## config.mk

```make
export PLATFORM = sky130hd
export DESIGN_NAME = tmc_timer16
export DESIGN_NICKNAME = d
export VERILOG_FILES = /design/src/tmc_pkg.sv /design/src/tmc_pin_cond.sv /design/src/tmc_tick_gen.sv /design/src/tmc_timer16.sv
export SDC_FILE = /design/constraint.sdc
export NUM_CORES = 1
export LEC_CHECK = 0
export BUFFER_PORTS_ARGS = -buffer_cell sky130_fd_sc_hd__buf_2
export CAP_MARGIN = 20
export CORE_MARGIN = 3
export CORE_UTILIZATION = 30
export DETAILED_ROUTE_END_ITERATION = 10
export PLACE_DENSITY = 0.47
export REMOVE_ABC_BUFFERS = 1
export SYNTH_ARGS = -nofsm -noshare
export SYNTH_HDL_FRONTEND = slang
export SYNTH_HIERARCHICAL = 1
export SYNTH_SLANG_ARGS = --single-unit
```

## constraint.sdc

```tcl
create_clock -name clk -period 5.1 [get_ports clk]
set_input_delay 1.02 -clock clk [delete_from_list [all_inputs] [get_ports clk]]
set_output_delay 1.02 -clock clk [all_outputs]
set_load 0.03 [all_outputs]
```

## src/tmc_pkg.sv

```systemverilog
/*
 Constants, register indexes and state carriers for the 16-bit timer counter
 with input capture. Assumes one 10 MHz system clock and an 8-bit host bus.
*/
// What this block does
// RULE1: One shared holding register serves every high byte
// RULE2: Low byte read/write moves high byte atomically
// RULE3: Sixteen-bit up/down counter, top and bottom flags
// RULE4: Each tick clears, increments or decrements per mode
// RULE5: Clock select zero stops the counter
// RULE6: Counter readable and writable while stopped or running
// RULE7: Host counter write beats a simultaneous count
// RULE8: Overflow flag set per mode, raises request
// RULE9: Qualified capture edge copies full count
// RULE10: Capture flag set with the capture copy
// RULE11: Enabled capture flag raises a capture request
// RULE12: Capture flag clears on service or written one
// RULE13: Capture low byte read fills holding register
// RULE14: Capture register writable only as top value
// RULE15: Host writes capture high byte before low
// RULE16: Trigger from pin, or comparator when selected
// RULE17: Host clears capture flag after source change
// RULE18: Sources synchronized; filter adds four cycles delay
// RULE19: Capture input disabled in capture-top modes
// RULE20: Pin level captures whatever drives the pin
// RULE21: Host masks interrupts around two-byte accesses; the bench runs wr16 and rd16 with requests left enabled
// RULE22: Host may reuse one high byte for many
// RULE23: Filter output changes after four agreeing samples
// RULE24: Filter enable in control B, system clock
// RULE25: Compare registers read directly, no holding register
// RULE26: Edge select chooses rising or falling capture
package tmc_pkg;
    localparam logic [3:0] REG_CTRL_A = 4'h0;
    localparam logic [3:0] REG_CTRL_B = 4'h1;
    localparam logic [3:0] REG_CNT_LO = 4'h2;
    localparam logic [3:0] REG_CNT_HI = 4'h3;
    localparam logic [3:0] REG_CAP_LO = 4'h4;
    localparam logic [3:0] REG_CAP_HI = 4'h5;
    localparam logic [3:0] REG_CMPA_LO = 4'h6;
    localparam logic [3:0] REG_CMPA_HI = 4'h7;
    localparam logic [3:0] REG_CMPB_LO = 4'h8;
    localparam logic [3:0] REG_CMPB_HI = 4'h9;
    localparam logic [3:0] REG_FLAGS = 4'ha;
    localparam logic [3:0] REG_MASK = 4'hb;
    localparam int B_FILTER_EN = 7;
    localparam int B_EDGE_RISE = 6;
    localparam int F_OVF = 0;
    localparam int F_CAP = 1;
    localparam logic [15:0] TOP_MAX = 16'hffff;
    localparam logic [15:0] TOP_8BIT = 16'h00ff;
    localparam logic [15:0] TOP_9BIT = 16'h01ff;
    localparam logic [15:0] TOP_10BIT = 16'h03ff;
    localparam logic [9:0] PRE_MASK_8 = 10'h007;
    localparam logic [9:0] PRE_MASK_64 = 10'h03f;
    localparam logic [9:0] PRE_MASK_256 = 10'h0ff;
    localparam logic [9:0] PRE_MASK_1024 = 10'h3ff;
    localparam logic [3:0] FILTER_ALL_ONE = 4'hf;
    localparam logic [3:0] FILTER_ALL_ZERO = 4'h0;

    typedef struct packed {
        logic       rd;
        logic       wr;
        logic [3:0] addr;
        logic [7:0] wdata;
    } tmc_bus_req_t;

    typedef struct packed {
        logic [2:0] sync;
        logic [3:0] hist;
        logic       level;
        logic       rise;
        logic       fall;
    } tmc_cond_t;

    typedef struct packed {
        logic [9:0] pre;
        logic       tick;
    } tmc_tick_t;

    typedef struct packed {
        logic [7:0]  temp;
        logic [15:0] count;
        logic [15:0] capture;
        logic [15:0] cmp_a;
        logic [15:0] cmp_b;
        logic [1:0]  ctrl_a;
        logic [7:0]  ctrl_b;
        logic        down;
        logic        ovf_flag;
        logic        cap_flag;
        logic        ovf_ie;
        logic        cap_ie;
        logic [7:0]  rdata;
        logic        at_top;
        logic        at_bottom;
        logic        ovf_irq;
        logic        cap_irq;
    } tmc_core_t;
endpackage

```

## src/tmc_pin_cond.sv

```systemverilog
/*
 Pin conditioner: three-stage synchronizer, optional four-sample filter and
 edge detector. Assumes pin is asynchronous to clk.
*/
`timescale 1ns/100ps
`default_nettype none
module tmc_pin_cond (
    input  wire logic clk,
    input  wire logic arst_n,
    input  wire logic pin,
    input  wire logic filter_en,
    output logic      rise,
    output logic      fall
);
    tmc_pkg::tmc_cond_t st;
    tmc_pkg::tmc_cond_t next_st;
    logic               cand;
    logic               new_level;

    always_comb
    begin
        next_st = st;
        next_st.sync = {st.sync[1:0], pin};
        // Accept a change once the second and third stages agree
        cand = (st.sync[2] == st.sync[1]) ? st.sync[2] : st.hist[0]; // RULE18 RULE20
        next_st.hist = {st.hist[2:0], cand};
        new_level = st.level;
        if (!filter_en)
            new_level = cand;
        // Four stored samples must agree, which costs four cycles of delay
        else if (st.hist == tmc_pkg::FILTER_ALL_ONE || st.hist == tmc_pkg::FILTER_ALL_ZERO)
            new_level = st.hist[0]; // RULE23 RULE24
        next_st.level = new_level;
        next_st.rise = new_level & ~st.level;
        next_st.fall = ~new_level & st.level;
    end

    always_ff @(posedge clk or negedge arst_n)
    begin
        if (!arst_n)
            st <= '0;
        else
            st <= next_st;
    end

    assign rise = st.rise;
    assign fall = st.fall;
endmodule
`default_nettype wire

```

## src/tmc_tick_gen.sv

```systemverilog
/*
 Timer tick source: prescaled system clock or external pin edges, chosen
 by the clock select bits. Assumes edge inputs are one-cycle pulses.
*/
`timescale 1ns/100ps
`default_nettype none
module tmc_tick_gen (
    input  wire logic       clk,
    input  wire logic       arst_n,
    input  wire logic [2:0] clock_select_bits,
    input  wire logic       ext_rise,
    input  wire logic       ext_fall,
    output logic            timer_tick
);
    tmc_pkg::tmc_tick_t st;
    tmc_pkg::tmc_tick_t next_st;

    always_comb
    begin
        next_st = st;
        next_st.pre = (clock_select_bits == 3'h0) ? 10'h000 : st.pre + 10'h001;
        unique case (clock_select_bits)
            3'h0: next_st.tick = 1'b0; // RULE5
            3'h1: next_st.tick = 1'b1;
            3'h2: next_st.tick = (st.pre & tmc_pkg::PRE_MASK_8) == tmc_pkg::PRE_MASK_8;
            3'h3: next_st.tick = (st.pre & tmc_pkg::PRE_MASK_64) == tmc_pkg::PRE_MASK_64;
            3'h4: next_st.tick = (st.pre & tmc_pkg::PRE_MASK_256) == tmc_pkg::PRE_MASK_256;
            3'h5: next_st.tick = st.pre == tmc_pkg::PRE_MASK_1024;
            3'h6: next_st.tick = ext_fall;
            3'h7: next_st.tick = ext_rise;
        endcase
    end

    always_ff @(posedge clk or negedge arst_n)
    begin
        if (!arst_n)
            st <= '0;
        else
            st <= next_st;
    end

    assign timer_tick = st.tick;
endmodule
`default_nettype wire

```

## src/tmc_timer16.sv

```systemverilog
/*
 Sixteen-bit timer counter with input capture, reached over an 8-bit host
 bus with one shared high-byte holding register. Assumes a single-cycle bus
 strobe from a core on clk, pins asynchronous, comparator select from the
 comparator block on clk.
*/
`timescale 1ns/100ps
`default_nettype none
module tmc_timer16 (
    input  wire logic                  clk,
    input  wire logic                  arst_n,
    input  wire tmc_pkg::tmc_bus_req_t bus_req,
    output logic [7:0]                 bus_rdata,
    input  wire logic                  capture_pin,
    input  wire logic                  comparator_output,
    input  wire logic                  comparator_capture_select,
    input  wire logic                  external_count_pin,
    input  wire logic                  ovf_irq_ack,
    input  wire logic                  cap_irq_ack,
    output logic                       ovf_irq,
    output logic                       cap_irq,
    output logic                       count_at_top,
    output logic                       count_at_bottom
);
    tmc_pkg::tmc_core_t st;
    tmc_pkg::tmc_core_t next_st;
    logic               cap_src;
    logic               cap_rise;
    logic               cap_fall;
    logic               ext_rise;
    logic               ext_fall;
    logic               timer_tick;
    logic [3:0]         mode;
    logic [15:0]        top;
    logic               icr_top;
    logic               dual;
    logic               clear_at_top;
    logic               cap_edge;
    logic               rd;
    logic               wr;
    logic [3:0]         addr;
    logic [7:0]         wdata;

    function automatic logic [15:0] top_of(input logic [3:0] m, input logic [15:0] cmp_a,
                                           input logic [15:0] cap);
        unique case (m)
            4'h1, 4'h5: top_of = tmc_pkg::TOP_8BIT;
            4'h2, 4'h6: top_of = tmc_pkg::TOP_9BIT;
            4'h3, 4'h7: top_of = tmc_pkg::TOP_10BIT;
            4'h4, 4'h9, 4'hb, 4'hf: top_of = cmp_a;
            4'h8, 4'ha, 4'hc, 4'he: top_of = cap;
            default: top_of = tmc_pkg::TOP_MAX;
        endcase
    endfunction

    // Source mux ahead of the synchronizer; switching it may look like an edge
    assign cap_src = comparator_capture_select ? comparator_output : capture_pin; // RULE16

    tmc_pin_cond u_cap_cond (
        .clk       (clk),
        .arst_n    (arst_n),
        .pin       (cap_src),
        .filter_en (st.ctrl_b[tmc_pkg::B_FILTER_EN]),
        .rise      (cap_rise),
        .fall      (cap_fall)
    );

    tmc_pin_cond u_ext_cond (
        .clk       (clk),
        .arst_n    (arst_n),
        .pin       (external_count_pin),
        .filter_en (1'b0),
        .rise      (ext_rise),
        .fall      (ext_fall)
    );

    tmc_tick_gen u_tick (
        .clk               (clk),
        .arst_n            (arst_n),
        .clock_select_bits (st.ctrl_b[2:0]),
        .ext_rise          (ext_rise),
        .ext_fall          (ext_fall),
        .timer_tick        (timer_tick)
    );

    always_comb
    begin
        next_st = st;
        rd = bus_req.rd;
        wr = bus_req.wr;
        addr = bus_req.addr;
        wdata = bus_req.wdata;
        mode = {st.ctrl_b[4:3], st.ctrl_a};
        top = top_of(mode, st.cmp_a, st.capture);
        icr_top = (mode == 4'h8) || (mode == 4'ha) || (mode == 4'hc) || (mode == 4'he);
        dual = (mode inside {4'h1, 4'h2, 4'h3, 4'h8, 4'h9, 4'ha, 4'hb});
        clear_at_top = (mode inside {4'h4, 4'h5, 4'h6, 4'h7, 4'hc, 4'he, 4'hf});
        cap_edge = (st.ctrl_b[tmc_pkg::B_EDGE_RISE] ? cap_rise : cap_fall) && !icr_top; // RULE26 RULE19

        // Counting sequence set by the waveform mode
        if (timer_tick)
        begin
            if (dual)
            begin
                if (!st.down)
                begin
                    if (st.count >= top)
                    begin
                        next_st.down = 1'b1;
                        next_st.count = st.count - 16'h0001; // RULE3 RULE4
                    end
                    else
                        next_st.count = st.count + 16'h0001;
                end
                else if (st.count == 16'h0000)
                begin
                    next_st.down = 1'b0;
                    next_st.count = 16'h0001;
                end
                else
                begin
                    next_st.count = st.count - 16'h0001;
                    if (st.count == 16'h0001)
                        next_st.ovf_flag = 1'b1; // RULE8
                end
            end
            else
            begin
                next_st.down = 1'b0;
                if (clear_at_top && st.count == top)
                    next_st.count = 16'h0000; // RULE4
                else
                    next_st.count = st.count + 16'h0001;
                if ((clear_at_top && mode != 4'h4 && mode != 4'hc) ? (st.count == top)
                                                                   : (st.count == tmc_pkg::TOP_MAX))
                    next_st.ovf_flag = 1'b1; // RULE8
            end
        end

        // Flag clears by service or by a written one
        if (ovf_irq_ack)
            next_st.ovf_flag = 1'b0;
        if (cap_irq_ack)
            next_st.cap_flag = 1'b0; // RULE12
        if (wr && addr == tmc_pkg::REG_FLAGS)
        begin
            if (wdata[tmc_pkg::F_OVF])
                next_st.ovf_flag = 1'b0;
            if (wdata[tmc_pkg::F_CAP])
                next_st.cap_flag = 1'b0; // RULE12
        end
        // A new event wins over a clear in the same cycle
        if (timer_tick && dual && st.down && st.count == 16'h0001)
            next_st.ovf_flag = 1'b1;
        if (timer_tick && !dual && ((clear_at_top && mode != 4'h4 && mode != 4'hc) ? (st.count == top)
                                                                   : (st.count == tmc_pkg::TOP_MAX)))
            next_st.ovf_flag = 1'b1;
        if (cap_edge)
        begin
            next_st.capture = st.count; // RULE9
            next_st.cap_flag = 1'b1; // RULE10
        end

        // Host reads; counter and capture low byte reads fill the holding register
        if (rd)
        begin
            unique case (addr)
                tmc_pkg::REG_CTRL_A: next_st.rdata = {6'h00, st.ctrl_a};
                tmc_pkg::REG_CTRL_B: next_st.rdata = {st.ctrl_b[7:6], 1'b0, st.ctrl_b[4:0]};
                tmc_pkg::REG_CNT_LO:
                begin
                    next_st.rdata = st.count[7:0]; // RULE6
                    next_st.temp = st.count[15:8]; // RULE2
                end
                tmc_pkg::REG_CAP_LO:
                begin
                    next_st.rdata = st.capture[7:0];
                    next_st.temp = st.capture[15:8]; // RULE13
                end
                tmc_pkg::REG_CNT_HI, tmc_pkg::REG_CAP_HI: next_st.rdata = st.temp; // RULE1 RULE13
                tmc_pkg::REG_CMPA_LO: next_st.rdata = st.cmp_a[7:0];
                tmc_pkg::REG_CMPA_HI: next_st.rdata = st.cmp_a[15:8]; // RULE25
                tmc_pkg::REG_CMPB_LO: next_st.rdata = st.cmp_b[7:0];
                tmc_pkg::REG_CMPB_HI: next_st.rdata = st.cmp_b[15:8]; // RULE25
                tmc_pkg::REG_FLAGS: next_st.rdata = {6'h00, st.cap_flag, st.ovf_flag};
                tmc_pkg::REG_MASK: next_st.rdata = {6'h00, st.cap_ie, st.ovf_ie};
                default: next_st.rdata = 8'h00;
            endcase
        end

        // Host writes; a counter write overrides the tick above
        if (wr)
        begin
            unique case (addr)
                tmc_pkg::REG_CTRL_A: next_st.ctrl_a = wdata[1:0];
                tmc_pkg::REG_CTRL_B: next_st.ctrl_b = {wdata[7:6], 1'b0, wdata[4:0]};
                tmc_pkg::REG_CNT_HI, tmc_pkg::REG_CAP_HI,
                tmc_pkg::REG_CMPA_HI, tmc_pkg::REG_CMPB_HI: next_st.temp = wdata; // RULE1
                tmc_pkg::REG_CNT_LO: next_st.count = {st.temp, wdata}; // RULE2 RULE7
                tmc_pkg::REG_CAP_LO:
                begin
                    if (icr_top)
                        next_st.capture = {st.temp, wdata}; // RULE14
                end
                tmc_pkg::REG_CMPA_LO: next_st.cmp_a = {st.temp, wdata};
                tmc_pkg::REG_CMPB_LO: next_st.cmp_b = {st.temp, wdata};
                tmc_pkg::REG_MASK:
                begin
                    next_st.ovf_ie = wdata[tmc_pkg::F_OVF];
                    next_st.cap_ie = wdata[tmc_pkg::F_CAP];
                end
                default: next_st.temp = next_st.temp;
            endcase
        end

        next_st.at_top = next_st.count == top_of({next_st.ctrl_b[4:3], next_st.ctrl_a},
                                                 next_st.cmp_a, next_st.capture); // RULE3
        next_st.at_bottom = next_st.count == 16'h0000;
        next_st.ovf_irq = next_st.ovf_flag & next_st.ovf_ie; // RULE8
        next_st.cap_irq = next_st.cap_flag & next_st.cap_ie; // RULE11
    end

    always_ff @(posedge clk or negedge arst_n)
    begin
        if (!arst_n)
        begin
            st <= '0;
            st.at_bottom <= 1'b1;
        end
        else
            st <= next_st;
    end

    assign bus_rdata = st.rdata;
    assign ovf_irq = st.ovf_irq;
    assign cap_irq = st.cap_irq;
    assign count_at_top = st.at_top;
    assign count_at_bottom = st.at_bottom;
endmodule
`default_nettype wire

```

==> impl_metrics.csv <==
group,metric,value,unit
outcome,outcome,"finished clean",
synthesis,async_flop_share,1.00,
sta,fin_crit,4.67,ns
drt,routed-via-count,8462,
sta,timing.max_slew.rel_slack,0.387,
setup_path,end_kind,"register",
cts,number_of_buffers_inserted_during_clock_tree_synthesis,17,
synthesis,yosys_most_used_dff,"sky130_fd_sc_hd__dfrtp_1",
job,max-cap-violations,0,
setup_path,rr_worst_depth,15,
placement,place_congestion,0.974,
drt,first_iter_violations,945,
global_routing,grt_pass1_wl,52800,microns
floorplanning,fp.dieW,179,microns
placement,pre_cts_ws,0.472,ns
power,power_density,570,mW/mm^2
global_routing,grt_antenna_before_repair,2,
sta,unrepaired_setup_endpoints_after_global_routing,"false",
global_routing,pin_count_of_the_biggest_net_entering_global_routing,98,
floorplanning,ioPinCount,34,
drt,routed_wl,34800,microns
setup_path,worst_ep_arrival_time,5.00,ns
floorplanning,core_region_area,0.0291,sq mm
sta,finalHoldViolCount,0,
sta,setup_violations,0,
cells_and_area,synthesis_to_layout_area_growth,13.6,%
global_routing,globalRoute.totalOverflow,0,
cells_and_area,finish.utilization,0.351,
cts,worst_setup_hold_path_clk_slew,0.06,ns
cts,clock_sinks,129,
setup_path,timing_worst_setup_path_type,"register to register",
cts,cts-root-to-sink-buffers,2,
cts,post-cts-setup-buffer-count,0,
sta,fin_worst_hold_slack,0.351,ns
cts,cts-htree-levels,4,
sta,achievable-frequency,214,MHz
cts,post_cts.resized_instances,0,
sta,setup_ws,0.432,ns
floorplanning,initial_core_util,0.309,
power,cellLeakagePower,0.00409,uW
power,power.total,5820,uW
drt,vias_per_cell,5.97,
cells_and_area,mostFrequentLayoutCell,"sky130_fd_sc_hd__dfrtp_1",
drt,ant_nets,0,
cells_and_area,layout.cells.most_common_list,"sky130_fd_sc_hd__dfrtp_1 (128), sky130_fd_sc_hd__nand2_1 (85), sky130_fd_sc_hd__a21oi_1 (76), sky130_fd_sc_hd__nor2_1 (64), sky130_fd_sc_hd__o21ai_0 (50)",
cts,tritoncts,"built",
cells_and_area,diodes,0,
synthesis,per_instance_average_area_after_synthesis,8.93,sq um
power,max-vdd-ir-drop,0.000276,V
placement,dp.final_hpwl,25900,microns
floorplanning,chipHeight,179,microns
sta,max_slew.worst_pin.slew,0.919,ns
setup_path,startpoint,"mode[3]$_DFF_PN0_",
sta,timing_max_transition_violations_final,0,
cts,clock-root-buffer,"sky130_fd_sc_hd__clkbuf_16",
drt,detail_route.drc_violations,0,
setup_path,crit_path_end,"count_at_top$_DFF_PN0_",
setup_path,timing.rr.end,"count_at_top$_DFF_PN0_",
placement,placement.io_buffers,33,
synthesis,post_synth_instance_area,0.00899,sq mm
cells_and_area,post_route_cells_drive_above_1_share,0.181,
setup_path,reg2reg_setup_slack,0.43,ns
setup_path,reg2reg_from,"mode[3]$_DFF_PN0_",
sta,post_route_setup_tns,0,ns
floorplanning,placementRows,62,
drt,detail_route.wl_per_cell,24.6,microns
sta,maximum_clock_skew_at_final_layout,0.00998,ns
sta,post-route-period-util,0.915,
global_routing,grt_pass1_vias,8321,
cells_and_area,design.final.nets,1064,
setup_path,startpoint_type_of_the_worst_setup_path,"register",
global_routing,grtUsageTotal,0.222,
cts,cts_hold_buffers,0,
setup_path,crit_fanout,16,
synthesis,postSynthCellCount,1007,
hold_path,worstHoldPathType,"register to register",
cts,clkLatencyLatePin,0.44,ns
synthesis,count_of_state_elements_after_synthesis,129,
synthesis,number_of_enable_flip_flop_cells_after_synthesis,0,
setup_path,required,5.43,ns
synthesis,number_of_warnings_printed_during_yosys_synthesis,6,
floorplanning,die_area,0.0321,sq mm
synthesis,synth.lib_cells_used.distinct,98,
synthesis,sequential_to_total_area_share_from_yosys_stat,0.359,
drt,first_pass_iters,7,
==> metrics by stage <==
step | cells | instance area (sq um)
finish | 1417 | 10200
global placement | 1386 | 9570
floorplan | 936 | 8660
global route | 1417 | 10200
detailed placement | 1386 | 9570
CTS | 1417 | 10200
==> logic make-up after synthesis <==
logic type | count (synthesis) | share of synthesized area
simple gates | 337 | 0.200
compound gates | 317 | 0.247
flops | 129 | 0.359
buf+inv | 103 | 0.0501
mux | 77 | 0.0927
fa+ha+maj | 23 | 0.0317
xor+xnor | 20 | 0.0195
other cells | 1 | 0.000417
==> flip-flops by register name (all words and copies together), names as in the netlist <==
register / cells
ovf_irq: 1
u_ext_cond/rise: 1
cap_irq: 1
u_cap_cond/next_st: 5
u_ext_cond/next_st: 5
u_tick/timer_tick: 1
u_ext_cond/fall: 1
mode: 4
count_at_top: 1
u_cap_cond/rise: 1
u_cap_cond/fall: 1
count_at_bottom: 1
st: 82
bus_rdata: 8
u_ext_cond/st: 3
u_tick/st: 10
u_cap_cond/st: 3
==> worst max-delay path, cell delays in order (launching register included) <==
cell	delay (ns)
sky130_fd_sc_hd__dfrtp_1	0.60
sky130_fd_sc_hd__buf_4	0.30
sky130_fd_sc_hd__nor3_2	0.44
sky130_fd_sc_hd__a21oi_1	0.16
sky130_fd_sc_hd__ha_1	0.31
sky130_fd_sc_hd__and4_1	0.28
sky130_fd_sc_hd__a21boi_1	0.18
sky130_fd_sc_hd__a311oi_2	0.49
sky130_fd_sc_hd__buf_4	0.25
sky130_fd_sc_hd__nand4_1	0.12
sky130_fd_sc_hd__and2_1	0.16
sky130_fd_sc_hd__a211oi_1	0.49
sky130_fd_sc_hd__o31ai_4	0.16
sky130_fd_sc_hd__xor2_1	0.17
sky130_fd_sc_hd__nand4_1	0.14
sky130_fd_sc_hd__nor4_2	0.32
==> cells in the mapped netlist (all sizes together), types with 21 or more instances <==
cell type	number	area, sq um
dfrtp	128	3200
nand2	86	325
a21oi	78	398
o21ai	69	353
nor2	68	265
mux2	50	563
clkbuf	49	184
nand3	31	155
inv	29	109
mux2i	27	270
nor3	26	161
buf	25	158
ha	21	263
nand4	21	153
==> where the power goes <==
group	switching (uW)	internal [uW]
Clock	471	891
Combinational	1680	1000
Sequential	475	1310
==> final cells by class <==
type | count | area, sq um
Inverter | 29 | 109
Clock inverter | 9 | 180
Timing Repair Buffer | 66 | 419
Multi-Input combinational cell | 778 | 5330
Sequential cell | 129 | 3230
Fill cell | 3018 | 18900
Clock buffer | 22 | 464
Tap cell | 384 | 480
==> worst min-delay path by stage <==
stage / from / to / slack, ns / depth (start not counted)
floorplan: u_cap_cond/next_st[8]$_DFF_PN0_ / u_cap_cond/next_st[9]$_DFF_PN0_ / 0.33 / 0
global placement: u_ext_cond/next_st[8]$_DFF_PN0_ / u_ext_cond/next_st[9]$_DFF_PN0_ / 0.33 / 0
detailed placement: u_cap_cond/next_st[8]$_DFF_PN0_ / u_cap_cond/next_st[9]$_DFF_PN0_ / 0.34 / 0
CTS: u_cap_cond/next_st[8]$_DFF_PN0_ / u_cap_cond/next_st[9]$_DFF_PN0_ / 0.35 / 0
global route: u_cap_cond/next_st[8]$_DFF_PN0_ / u_cap_cond/next_st[9]$_DFF_PN0_ / 0.36 / 0
finish: u_cap_cond/next_st[8]$_DFF_PN0_ / u_cap_cond/next_st[9]$_DFF_PN0_ / 0.35 / 0
==> routing by layer <==
metal | global-route usage | up-vias | wire length (microns)
li1 | - | 3818 | -
met1 | 0.308 | 4222 | 15700
met2 | 0.344 | 349 | 15500
met3 | 0.0483 | 71 | 2470
met4 | 0.0735 | 2 | 1140
met5 | 0 | - | 20
(Power assumes the default switching activity.)
